<file path="config.mk">
export PLATFORM = sky130hd
export DESIGN_NAME = mbi_ident_slave
export DESIGN_NICKNAME = d
export VERILOG_FILES = /design/src/mbi_pkg.sv /design/src/mbi_crc_if.sv /design/src/mbi_crc.sv /design/src/mbi_ident_slave.sv
export SDC_FILE = /design/constraint.sdc
export NUM_CORES = 1
export LEC_CHECK = 0
export BUFFER_PORTS_ARGS = -buffer_cell sky130_fd_sc_hd__buf_2
export CAP_MARGIN = 20
export CORE_ASPECT_RATIO = 0.9
export CORE_MARGIN = 2
export CORE_UTILIZATION = 35
export CTS_CLUSTER_SIZE = 30
export DETAILED_ROUTE_END_ITERATION = 8
export SYNTH_ARGS = -nofsm -noshare
export SYNTH_HDL_FRONTEND = slang
export SYNTH_SLANG_ARGS = --single-unit
</file>
<file path="constraint.sdc">
create_clock -name clock -period 7.1 [get_ports clock]
set_input_delay 0.71 -clock clock [delete_from_list [all_inputs] [get_ports clock]]
set_output_delay 0.71 -clock clock [all_outputs]
set_load 0.01 [all_outputs]
</file>
<file path="src/mbi_pkg.sv">
// constants and types shared by the identification slave and its crc engine
package mbi_pkg;
  // telegram field values
  localparam logic [7:0] FUNC_IDENT = 8'h2b;
  localparam logic [7:0] MEI_IDENT = 8'h0e;
  localparam logic [7:0] RD_SEQ = 8'h01;
  localparam logic [7:0] RD_ONE = 8'h04;
  localparam logic [7:0] CONFORMITY = 8'h81;
  localparam logic [7:0] MORE_FOLLOWS = 8'h00;
  localparam logic [7:0] NEXT_OBJ = 8'h00;
  localparam logic [7:0] OBJ_LAST = 8'h02;
  localparam logic [7:0] EXC_FLAG = 8'h80;
  localparam logic [7:0] EXC_FUNC = 8'h01;
  localparam logic [7:0] EXC_ADDR = 8'h02;
  localparam logic [7:0] EXC_VALUE = 8'h03;
  localparam logic [7:0] IDENT_REQ_LEN = 8'h07;
  localparam logic [7:0] MIN_FRAME = 8'h04;
  localparam logic [2:0] HEAD_LAST = 3'h7;
  localparam logic [2:0] EXC_LAST = 3'h2;
  // crc-16, reflected polynomial; a frame with its own crc appended leaves zero
  localparam logic [15:0] CRC_INIT = 16'hffff;
  localparam logic [15:0] CRC_POLY = 16'ha001;
  localparam logic [15:0] CRC_GOOD = 16'h0000;
  // timing: 3.5 characters of 11 bits at 19200 baud, watchdog unit of 100 ms
  localparam int unsigned CLK_PERIOD_NS = 10;
  localparam int unsigned GAP_TIME_NS = 2005209;
  localparam int unsigned GAP_CYCLES = (GAP_TIME_NS + CLK_PERIOD_NS - 1) / CLK_PERIOD_NS;
  localparam int unsigned TICK_TIME_NS = 100000000;
  localparam int unsigned TICK_CYCLES = TICK_TIME_NS / CLK_PERIOD_NS;
  // storage sizes
  localparam int unsigned BUF_DEPTH = 8;
  localparam int unsigned OBJ_MAX = 24;
  localparam int unsigned NUM_OBJ = 3;
  // sequencer states, gray coded along the receive then transmit path
  typedef enum logic [2:0] {
    ST_IDLE = 3'b000,
    ST_RECV = 3'b001,
    ST_EVAL = 3'b011,
    ST_HEAD = 3'b010,
    ST_OBJ = 3'b110,
    ST_CRC_LO = 3'b111,
    ST_CRC_HI = 3'b101
  } mbi_state_e;
endpackage
</file>
<file path="src/mbi_crc_if.sv">
// crc request and result bundle between the sequencer and the crc engine
`timescale 1ns/1ps
interface mbi_crc_if;
  logic clr;
  logic en;
  logic [7:0] data;
  logic [15:0] crc;
  modport user (output clr, output en, output data, input crc);
  modport engine (input clr, input en, input data, output crc);
endinterface

</file>
<file path="src/mbi_crc.sv">
// byte-wide crc-16 engine, shared by receive check and transmit append
`timescale 1ns/1ps
module mbi_crc
  import mbi_pkg::*;
(
  input wire logic clock,
  input wire logic rst_n,
  mbi_crc_if.engine crc_bus
);
  logic [15:0] crc_q;
  logic [15:0] crc_d;
  logic [15:0] base;

  // clear and first byte may come together, so fold from the initial value
  always_comb
  begin
    base = crc_bus.clr ? CRC_INIT : crc_q;
    crc_d = base;
    if (crc_bus.en)
    begin
      crc_d = base ^ {8'h00, crc_bus.data};
      for (int i = 0; i < 8; i++)
      begin
        crc_d = crc_d[0] ? ((crc_d >> 1) ^ CRC_POLY) : (crc_d >> 1);
      end
    end
  end

  always_ff @(posedge clock or negedge rst_n)
  begin
    if (!rst_n)
      crc_q <= CRC_INIT;
    else
      crc_q <= crc_d;
  end

  assign crc_bus.crc = crc_q;
endmodule

</file>
<file path="src/mbi_ident_slave.sv">
// rtu slave: identification answers, telegram checks, exceptions, watchdog
`timescale 1ns/1ps
module mbi_ident_slave
  import mbi_pkg::*;
#(
  parameter int unsigned GAP_CYC = GAP_CYCLES,
  parameter int unsigned TICK_CYC = TICK_CYCLES,
  parameter logic [8*OBJ_MAX-1:0] VENDOR_NAME = "VENDOR NAME",
  parameter logic [4:0] VENDOR_LEN = 5'h0b,
  parameter logic [8*OBJ_MAX-1:0] PRODUCT_CODE = "DRIVE 220 - 230 V 10 A",
  parameter logic [4:0] PRODUCT_LEN = 5'h16,
  // revision value is arbitrary
  parameter logic [8*OBJ_MAX-1:0] FW_REVISION = "V0.01",
  parameter logic [4:0] FW_REV_LEN = 5'h05
)
(
  input wire logic clock,
  input wire logic reset_n,
  input wire logic [7:0] slave_addr,
  input wire logic rx_valid,
  input wire logic [7:0] rx_data,
  input wire logic rx_parity_err,
  input wire logic tx_ready,
  input wire logic [15:0] comm_timeout_period,
  input wire logic timeout_action_select,
  output logic tx_valid,
  output logic [7:0] tx_data,
  output logic telegram_valid,
  output logic comm_timeout_alarm,
  output logic comm_timeout_fault
);
  localparam int GW = $clog2(GAP_CYC + 1);
  localparam int TW = $clog2(TICK_CYC + 1);

  // reset release through two flops
  logic [1:0] rst_sync_q;
  logic rst_n;
  always_ff @(posedge clock or negedge reset_n)
  begin
    if (!reset_n)
      rst_sync_q <= 2'b00;
    else
      rst_sync_q <= {rst_sync_q[0], 1'b1};
  end
  assign rst_n = rst_sync_q[1];

  mbi_crc_if crc_bus ();
  mbi_crc u_crc (
    .clock(clock),
    .rst_n(rst_n),
    .crc_bus(crc_bus)
  );

  mbi_state_e st_q, st_d;
  logic [7:0] buf_q [BUF_DEPTH];
  logic [7:0] buf_d [BUF_DEPTH];
  logic [7:0] cnt_q, cnt_d;
  logic perr_q, perr_d;
  logic [GW-1:0] gap_q, gap_d;
  logic exc_q, exc_d;
  logic [7:0] code_q, code_d;
  logic [2:0] hidx_q, hidx_d;
  logic [1:0] obj_q, obj_d;
  logic [1:0] first_q, first_d;
  logic [1:0] left_q, left_d;
  logic [4:0] pos_q, pos_d;
  logic tx_valid_d, tv_d;
  logic [7:0] tx_data_d;
  logic tx_load;
  logic frame_good;
  logic [7:0] head_byte, obj_byte;
  logic [4:0] obj_len [NUM_OBJ];
  logic [8*OBJ_MAX-1:0] obj_str [NUM_OBJ];
  logic [7:0] obj_char [NUM_OBJ];

  assign obj_str[0] = VENDOR_NAME;
  assign obj_str[1] = PRODUCT_CODE;
  assign obj_str[2] = FW_REVISION;
  assign obj_len[0] = VENDOR_LEN;
  assign obj_len[1] = PRODUCT_LEN;
  assign obj_len[2] = FW_REV_LEN;

  // strings are right justified, so character pos-2 sits len-1-(pos-2) bytes up
  for (genvar g = 0; g < NUM_OBJ; g++)
  begin : g_obj
    logic [4:0] bidx;
    assign bidx = obj_len[g] + 5'h01 - pos_q;
    assign obj_char[g] = obj_str[g][8 * bidx +: 8];
  end

  // byte to send in header and object phases
  always_comb
  begin
    head_byte = 8'h00;
    if (exc_q)
    begin
      unique case (hidx_q)
        3'h0: head_byte = slave_addr;
        3'h1: head_byte = buf_q[1] | EXC_FLAG;
        default: head_byte = code_q;
      endcase
    end
    else
    begin
      unique case (hidx_q)
        3'h0: head_byte = slave_addr;
        3'h1: head_byte = FUNC_IDENT;
        3'h2: head_byte = MEI_IDENT;
        3'h3: head_byte = code_q;
        3'h4: head_byte = CONFORMITY;
        3'h5: head_byte = MORE_FOLLOWS;
        3'h6: head_byte = NEXT_OBJ;
        default: head_byte = {6'h00, left_q};
      endcase
    end
    if (pos_q == 5'h00)
      obj_byte = {6'h00, obj_q};
    else if (pos_q == 5'h01)
      obj_byte = {3'h0, obj_len[obj_q]};
    else
      obj_byte = obj_char[obj_q];
  end

  assign tx_load = (st_q == ST_HEAD || st_q == ST_OBJ || st_q == ST_CRC_LO || st_q == ST_CRC_HI) && !tx_valid;
  assign frame_good = cnt_q >= MIN_FRAME && crc_bus.crc == CRC_GOOD && !perr_q && buf_q[0] == slave_addr;

  // receive, decide and transmit; bytes arriving while answering are ignored
  always_comb
  begin
    st_d = st_q;
    buf_d = buf_q;
    cnt_d = cnt_q;
    perr_d = perr_q;
    gap_d = gap_q;
    exc_d = exc_q;
    code_d = code_q;
    hidx_d = hidx_q;
    obj_d = obj_q;
    first_d = first_q;
    left_d = left_q;
    pos_d = pos_q;
    tv_d = 1'b0;
    tx_valid_d = tx_valid && !tx_ready;
    tx_data_d = tx_data;
    crc_bus.clr = 1'b0;
    crc_bus.en = 1'b0;
    crc_bus.data = 8'h00;
    unique case (st_q)
      ST_IDLE:
      begin
        if (rx_valid)
        begin
          crc_bus.clr = 1'b1;
          crc_bus.en = 1'b1;
          crc_bus.data = rx_data;
          buf_d[0] = rx_data;
          cnt_d = 8'h01;
          perr_d = rx_parity_err;
          gap_d = '0;
          st_d = ST_RECV;
        end
      end
      ST_RECV:
      begin
        if (rx_valid)
        begin
          crc_bus.en = 1'b1;
          crc_bus.data = rx_data;
          if (cnt_q < 8'(BUF_DEPTH))
            buf_d[cnt_q[2:0]] = rx_data;
          if (cnt_q != 8'hff)
            cnt_d = cnt_q + 8'h01;
          perr_d = perr_q | rx_parity_err;
          gap_d = '0;
        end
        else if (gap_q == GW'(GAP_CYC - 1))
          st_d = ST_EVAL;
        else
          gap_d = gap_q + GW'(1);
      end
      ST_EVAL:
      begin
        crc_bus.clr = 1'b1;
        hidx_d = 3'h0;
        exc_d = 1'b1;
        if (!frame_good)
          st_d = ST_IDLE;
        else
        begin
          tv_d = 1'b1;
          st_d = ST_HEAD;
          if (buf_q[1] != FUNC_IDENT || buf_q[2] != MEI_IDENT)
            code_d = EXC_FUNC;
          else if (cnt_q != IDENT_REQ_LEN || (buf_q[3] != RD_SEQ && buf_q[3] != RD_ONE))
            code_d = EXC_VALUE;
          else if (buf_q[4] > OBJ_LAST)
            code_d = EXC_ADDR;
          else
          begin
            exc_d = 1'b0;
            code_d = buf_q[3];
            first_d = buf_q[4][1:0];
            left_d = (buf_q[3] == RD_SEQ) ? 2'h3 - buf_q[4][1:0] : 2'h1;
          end
        end
      end
      ST_HEAD:
      begin
        if (tx_load)
        begin
          tx_valid_d = 1'b1;
          tx_data_d = head_byte;
          crc_bus.en = 1'b1;
          crc_bus.data = head_byte;
          hidx_d = hidx_q + 3'h1;
          if (exc_q && hidx_q == EXC_LAST)
            st_d = ST_CRC_LO;
          else if (!exc_q && hidx_q == HEAD_LAST)
          begin
            st_d = ST_OBJ;
            obj_d = first_q;
            pos_d = 5'h00;
          end
        end
      end
      ST_OBJ:
      begin
        if (tx_load)
        begin
          tx_valid_d = 1'b1;
          tx_data_d = obj_byte;
          crc_bus.en = 1'b1;
          crc_bus.data = obj_byte;
          pos_d = pos_q + 5'h01;
          if (pos_q == obj_len[obj_q] + 5'h01)
          begin
            pos_d = 5'h00;
            obj_d = obj_q + 2'h1;
            left_d = left_q - 2'h1;
            if (left_q == 2'h1)
              st_d = ST_CRC_LO;
          end
        end
      end
      ST_CRC_LO:
      begin
        if (tx_load)
        begin
          tx_valid_d = 1'b1;
          tx_data_d = crc_bus.crc[7:0];
          st_d = ST_CRC_HI;
        end
      end
      ST_CRC_HI:
      begin
        if (tx_load)
        begin
          tx_valid_d = 1'b1;
          tx_data_d = crc_bus.crc[15:8];
          st_d = ST_IDLE;
        end
      end
    endcase
  end

  always_ff @(posedge clock or negedge rst_n)
  begin
    if (!rst_n)
    begin
      st_q <= ST_IDLE;
      for (int i = 0; i < BUF_DEPTH; i++)
        buf_q[i] <= 8'h00;
      cnt_q <= 8'h00;
      perr_q <= 1'b0;
      gap_q <= '0;
      exc_q <= 1'b0;
      code_q <= 8'h00;
      hidx_q <= 3'h0;
      obj_q <= 2'h0;
      first_q <= 2'h0;
      left_q <= 2'h0;
      pos_q <= 5'h00;
      tx_valid <= 1'b0;
      tx_data <= 8'h00;
      telegram_valid <= 1'b0;
    end
    else
    begin
      st_q <= st_d;
      buf_q <= buf_d;
      cnt_q <= cnt_d;
      perr_q <= perr_d;
      gap_q <= gap_d;
      exc_q <= exc_d;
      code_q <= code_d;
      hidx_q <= hidx_d;
      obj_q <= obj_d;
      first_q <= first_d;
      left_q <= left_d;
      pos_q <= pos_d;
      tx_valid <= tx_valid_d;
      tx_data <= tx_data_d;
      telegram_valid <= tv_d;
    end
  end

  // watchdog in 100 ms ticks; the fault stays until reset, only the alarm heals
  logic armed_q, armed_d;
  logic [TW-1:0] tick_q, tick_d;
  logic [15:0] wd_q, wd_d;
  logic alarm_d, fault_d, tick_hit, expire;
  always_comb
  begin
    armed_d = armed_q | telegram_valid;
    tick_hit = armed_q && tick_q == TW'(TICK_CYC - 1);
    tick_d = (!armed_q || telegram_valid || tick_hit) ? '0 : tick_q + TW'(1);
    expire = tick_hit && comm_timeout_period != 16'h0000 && 17'(wd_q) + 17'h1 >= 17'(comm_timeout_period);
    wd_d = wd_q;
    if (telegram_valid)
      wd_d = 16'h0000;
    else if (tick_hit && wd_q != 16'hffff)
      wd_d = wd_q + 16'h0001;
    alarm_d = comm_timeout_alarm;
    if (expire && !timeout_action_select)
      alarm_d = 1'b1;
    else if (telegram_valid)
      alarm_d = 1'b0;
    fault_d = comm_timeout_fault | (expire && timeout_action_select);
  end

  always_ff @(posedge clock or negedge rst_n)
  begin
    if (!rst_n)
    begin
      armed_q <= 1'b0;
      tick_q <= '0;
      wd_q <= 16'h0000;
      comm_timeout_alarm <= 1'b0;
      comm_timeout_fault <= 1'b0;
    end
    else
    begin
      armed_q <= armed_d;
      tick_q <= tick_d;
      wd_q <= wd_d;
      comm_timeout_alarm <= alarm_d;
      comm_timeout_fault <= fault_d;
    end
  end
endmodule

</file>
==> flow_summary.ini, run 1 <==
[outcome]
status = finished clean

[timing]
timing.fmax_ghz = 0.239
holdWs_ns = 0.0508
worst_slew_pin_slew_ns = 0.969
tns_ns = 0
final-hold-violation-count = 0
fin_skew_ns = 0.0101
rsz0062_at_grt = false
slew_viol_final = 0
finalCritPeriodShare_pct = 58.8
min_period_ns = 4.18
relSlewSlack_pct = 35.0
setup_violations = 0

[worst_setup_path]
r2r_cells = 13
cp_max_fo = 12
cp.arrival_ns = 4.53
cp-start-kind = register
worst-setup-path-type = register to register
critPathCaptureType = register
required_ns = 7.45

[final_layout]
fin_util_pct = 39.6
syn_to_final_growth_pct = 11.5
design_area_um2 = 11500
n_antenna_cell = 0
fin_nets = 1255
fillerInstances = 2942
drive_gt1_share_pct = 14.2

[logic_synthesis]
async_flop_share_pct = 100
muxShareOfSynthArea_pct = 5.83
synth_edf_count = 0
synth-compound-area-share_pct = 14.1
synth_top_flop_cell = dfrtp_1
avgSynthCellArea_um2 = 9.02
yosysUniqueCellTypes = 81
yosysWarnings = 0
synth_top_family_by_area = simple AND/OR/NAND/NOR gates
synth_most_common_cell = dfrtp_1
synth_seq_cells = 164
yosysTopAreaCellShare_pct = 36.0
yosys-top-cells-count = dfrtp_1, nand2_1, nor2_1, o21ai_0, xor2_1
synth-simple-area-share_pct = 21.2
ys_seq_area_share_pct = 40.1
synth_xor_area_share_pct = 9.31
synth_area_leaders = dfrtp_1, ha_1, nand2_1, mux2_2, nor2_1
syn_area_um2 = 10300
synthCells = 1140
synthAdderAreaFrac_pct = 5.60
synth_nets = 1224
synth_top_cell_by_area = dfrtp_1

[floorplanning]
coreArea_um2 = 28900
die-area_um2 = 30800
num_io_pins = 50
start_util_pct = 35.5
dieHeight_um = 167
die_x_um = 185
row_count = 59

[cts]
cts_buffer_depth = 2
postCtsHoldBufs = 0
cts_tree = built
h-tree-depth = 4
clock_sinks = 164
cts_resized = 0
cts.clk_slew.worst_paths_ns = 0.07
post_cts_buffers = 0
cts_buffers = 17
clk_latency_ns = 0.43
root_buffer = clkbuf_16

[detailed_routing]
highest_layer = met4
wl_met3_mm = 1.20
dr.pass1.iters = 5
wl_met1_mm = 12.9
via_per_inst = 5.33
drt-initial-drc-count = 656
wl_per_cell_um = 16.3
drc = 0
totalWireLength_mm = 25.8
ant_nets = 0
wl_met2_mm = 11.2
vias = 8418

[global_routing]
track_usage_pct = 17.1
grt_pass1_wl_mm = 41.8
grt_overflow = 0
grt_pass1_vias = 7921
grt_max_degree = 72
antenna_found_initial = 0

[place]
port_buffers = 49
place.gp.congestion = 0.889
postPlaceCellArea_um2 = 10900
dp_hpwl_mm = 18.8

[pwr]
p_leak_nw = 4.92
ir_drop_mv = 0.226
cellPowerDensity_nw_per_um2 = 249

[min_path]
hold_path.class = input port to async pin

[job]
max-cap-violations = 0
where the power goes:
group          switching (mW)  internal [mW]  leakage (nW)  total (mW)
combinational           0.297          0.345          2.64       0.642
sequential              0.157           1.14          2.00        1.30
clock                   0.403          0.509         0.281       0.912
total                   0.857           1.99          4.92        2.85
routing by layer:
layer / vias up / GRT usage, %
li1: 4069 / -
met1: 4064 / 25.3
met2: 255 / 25.4
met3: 30 / 3.30
met4: 0 / 4.69
met5: - / 0
final timing paths:
| check | from | end | slack (ns) |
|---|---|---|---|
| max in group asynchronous | rst_sync_q[1] | gap_q[16] | 5.46 |
| min in group clock | rst_sync_q[0] | rst_sync_q[1] | 0.35 |
| min reg2reg | rst_sync_q[1] | buf_q[41] | 0.33 |
| min | reset_n | rst_sync_q[1] | 0.05 |
| max | pos_q[1] | u_crc.crc_bus.crc[0] | 2.92 |
| max reg2reg | pos_q[1] | u_crc.crc_bus.crc[0] | 2.92 |
cell families (layout without fill, tap and decap cells):
kind of cell	after synthesis	after routing
XOR/XNOR	104	104
AO/OA/AOI/OAI	221	221
adder cells (fa/ha/maj)	46	46
multiplexers	52	52
other	1	1
flip-flops	164	164
buffers and inverters	96	140
AND/OR/NAND/NOR	456	456
sequential cells by signal, summed over array words and instances (netlist names):
register / flops
obj_q: 2
buf_q: 40
armed_q: 1
comm_timeout_fault: 1
tick_q: 24
tx_valid: 1
exc_q: 1
first_q: 2
pos_q: 5
cnt_q: 8
telegram_valid: 1
rst_sync_q: 2
comm_timeout_alarm: 1
code_q: 8
tx_data: 8
perr_q: 1
wd_q: 16
st_q: 3
u_crc.crc_bus.crc: 16
hidx_q: 3
gap_q: 18
left_q: 2
worst max-delay path, stage by stage, from the launching register on:
cell and delay, ns:
dfrtp_1 0.61, inv_1 0.23, ha_1 0.30, nand3b_1 0.18, xnor2_1 0.18, nor3_1 0.41, o21ai_1 0.16, a31oi_1 0.30
a221oi_2 0.09, xnor2_1 0.39, xnor3_2 0.51, xor3_2 0.42, xnor2_1 0.15, a21oi_1 0.16
cells in the final DEF (no fill, tap or decap), drive strengths merged, types with 20 or more instances in the layout:
cell	instances
a21oi	52
and3	27
buf	56
clkbuf	20
dfrtp	148
ha	46
inv	53
mux2	43
nand2	135
nand3	50
nand4	20
nor2	127
o21ai	73
xnor2	48
xor2	54
stage by stage:
| stage | setup slack (ns) | total power, mW | std cells |
|---|---|---|---|
| 3_3_place_gp | 3.14 | 1.93 | 1547 |
| 2_1_floorplan | 2.22 | 1.78 | 1140 |
| 6_report | 2.92 | 2.85 | 1580 |
| 4_1_cts | 3.01 | 2.88 | 1579 |
| 5_1_grt | 2.68 | 3.00 | 1580 |
| 3_5_place_dp | 3.04 | 1.95 | 1547 |
area by class of cell:
cell class | count | area [um^2] | area share [%]
timing repair buffer | 56 | 298 | 2.60
clock buffer | 20 | 457 | 3.99
multi-input combinational | 880 | 5760 | 50.3
sequential | 164 | 4130 | 36.0
tap | 396 | 495 | 4.32
clock inverter | 12 | 121 | 1.06
inverter | 52 | 195 | 1.70
(Power assumes the default switching activity.)
==> run 2: changes to the inputs <==
- clock period: 7.1 -> 4.2 ns (I/O delays scaled with it)
==> run 2 against run 1 <==
Clock power increased by 70%; setup slack lost 2.6 ns; sequential share of layout area fell by 0.32 points; count of clock-buffer cells in the layout shrank 3; critical path depth stayed put; global-route usage hardly changed; via count hardly changed; clock skew rose by 0.0028 ns; largest power group unchanged; final cell count increased by 0.70%; wire length shrank 0.62%; combinational power grew 73%; utilization rose by 0.35 points.
==> flow_summary.ini, run 2 (same netlist as run 1, synthesis figures left out) <==
[place]
port_buffers = 49
place.gp.congestion = 0.920
dp_hpwl_mm = 18.6
dp_slack_ns = 0.390
postPlaceCellArea_um2 = 11000

[global_routing]
antenna_found_initial = 0
grt_max_degree = 136
grt_pass1_vias = 8040
grt_overflow = 0
track_usage_pct = 17.1
grt_pass1_wl_mm = 42.1

[floorplanning]
row_count = 59
die_x_um = 185
start_util_pct = 35.5
num_io_pins = 50
die-area_um2 = 30800
dieHeight_um = 167
coreArea_um2 = 28900

[timing]
timing.fmax_ghz = 0.259
slew_viol_final = 0
final-hold-violation-count = 0
setup_violations = 0
worst_slew_pin_slew_ns = 0.958
fin_ws_ns = 0.341
holdWs_ns = 0.178
relSlewSlack_pct = 35.7
finalCritPeriodShare_pct = 91.9
fin_skew_ns = 0.0128
min_period_ns = 3.86
tns_ns = 0
rsz0062_at_grt = false

[worst_setup_path]
cp-start-kind = register
critPathCaptureType = register
cp_max_fo = 10
cp.arrival_ns = 4.22
required_ns = 4.57
worst-setup-path-type = register to register

[cts]
cts_tree = built
post_cts_buffers = 0
cts_buffer_depth = 2
h-tree-depth = 4
root_buffer = clkbuf_16
clk_latency_ns = 0.44
cts_resized = 0
postCtsHoldBufs = 1
cts_buffers = 17
clock_sinks = 164
cts.clk_slew.worst_paths_ns = 0.07

[final_layout]
top_regs = buf_q (40), tick_q (24), gap_q (18)
design_area_um2 = 11600
fin_nets = 1266
final_common_cell = dfrtp_1
n_antenna_cell = 0
syn_to_final_growth_pct = 12.5
regMostFlops = buf_q
largest_reg_flops = 40
drive_gt1_share_pct = 15.0
final_cell_mix = dfrtp_1, nand2_1, nor2_1

[min_path]
hold_path.class = input port to register

[job]
max-cap-violations = 0

[detailed_routing]
drc = 0
totalWireLength_mm = 25.6
dr.pass1.iters = 5
drt-initial-drc-count = 600
wl_per_cell_um = 16.1
via_per_inst = 5.29
vias = 8419
ant_nets = 0

[pwr]
ir_drop_mv = 0.286
p_leak_nw = 4.98
cellPowerDensity_nw_per_um2 = 420

[outcome]
status = finished clean
run 2: cell count changes in the layout (fill, tap and decap cells not counted), sizes merged:
cell         before  now
dlygate4sd3       0    1
bufinv            1    0
inv              53   58
buf              56   66
clkbuf           20   17
clkinvlp          2    1
run 2: worst paths after layout:
check                         startpoint                   end  slack, ns  cells after the start
max reg2reg                     pos_q[0]  u_crc.crc_bus.crc[0]       0.34                     13
min reg2reg                rst_sync_q[1]             buf_q[43]       0.26                      0
min                             tx_ready              tx_valid       0.18                      2
min in group asynchronous  rst_sync_q[1]             buf_q[43]       0.26                      0
max                             pos_q[0]  u_crc.crc_bus.crc[0]       0.34                     13
max in group asynchronous  rst_sync_q[1]            tick_q[14]       2.86                      1
run 2: worst max-delay path: stages, from the launching register on:
cell	delay, ns
dfrtp_1	0.51
inv_1	0.18
ha_1	0.26
ha_1	0.36
inv_1	0.18
a21oi_1	0.09
a311oi_1	0.48
o221ai_2	0.23
xnor2_2	0.19
xnor2_2	0.18
xnor3_2	0.38
xor3_2	0.42
xnor2_1	0.15
a21oi_1	0.16
run 2: power by group:
part	switching, mW	total [mW]	internal (mW)
registers	0.264	2.19	1.93
logic	0.521	1.11	0.591
clock network	0.757	1.55	0.797
run 2: cell type report:
type | instances | area [um^2]
Clock inverter | 15 | 158
Sequential cell | 164 | 4130
Clock buffer | 17 | 425
Multi-Input combinational cell | 880 | 5760
Timing Repair Buffer | 67 | 395
Fill cell | 2943 | 17400
Inverter | 52 | 195
Tap cell | 396 | 495
run 2: per-layer routing:
layer / part of all wire [%] / track usage (%) / routed length, um / vias up
met4: 1.7 / 5.18 / 444 / 0
li1: - / - / - / 4092
met1: 50 / 25.1 / 12800 / 4073
met2: 44 / 25.3 / 11200 / 230
met3: 4.4 / 3.37 / 1130 / 24
met5: 0 / 0 / 0 / -
run 2: through the flow:
stage | instances | total power, mW | util (%)
finish | 1591 | 4.86 | 39.9
global route | 1591 | 5.12 | 39.9
CTS | 1591 | 4.89 | 39.9
detailed placement | 1558 | 3.31 | 37.9
global placement | 1557 | 3.28 | 37.9
floorplan | 1140 | 3.02 | -
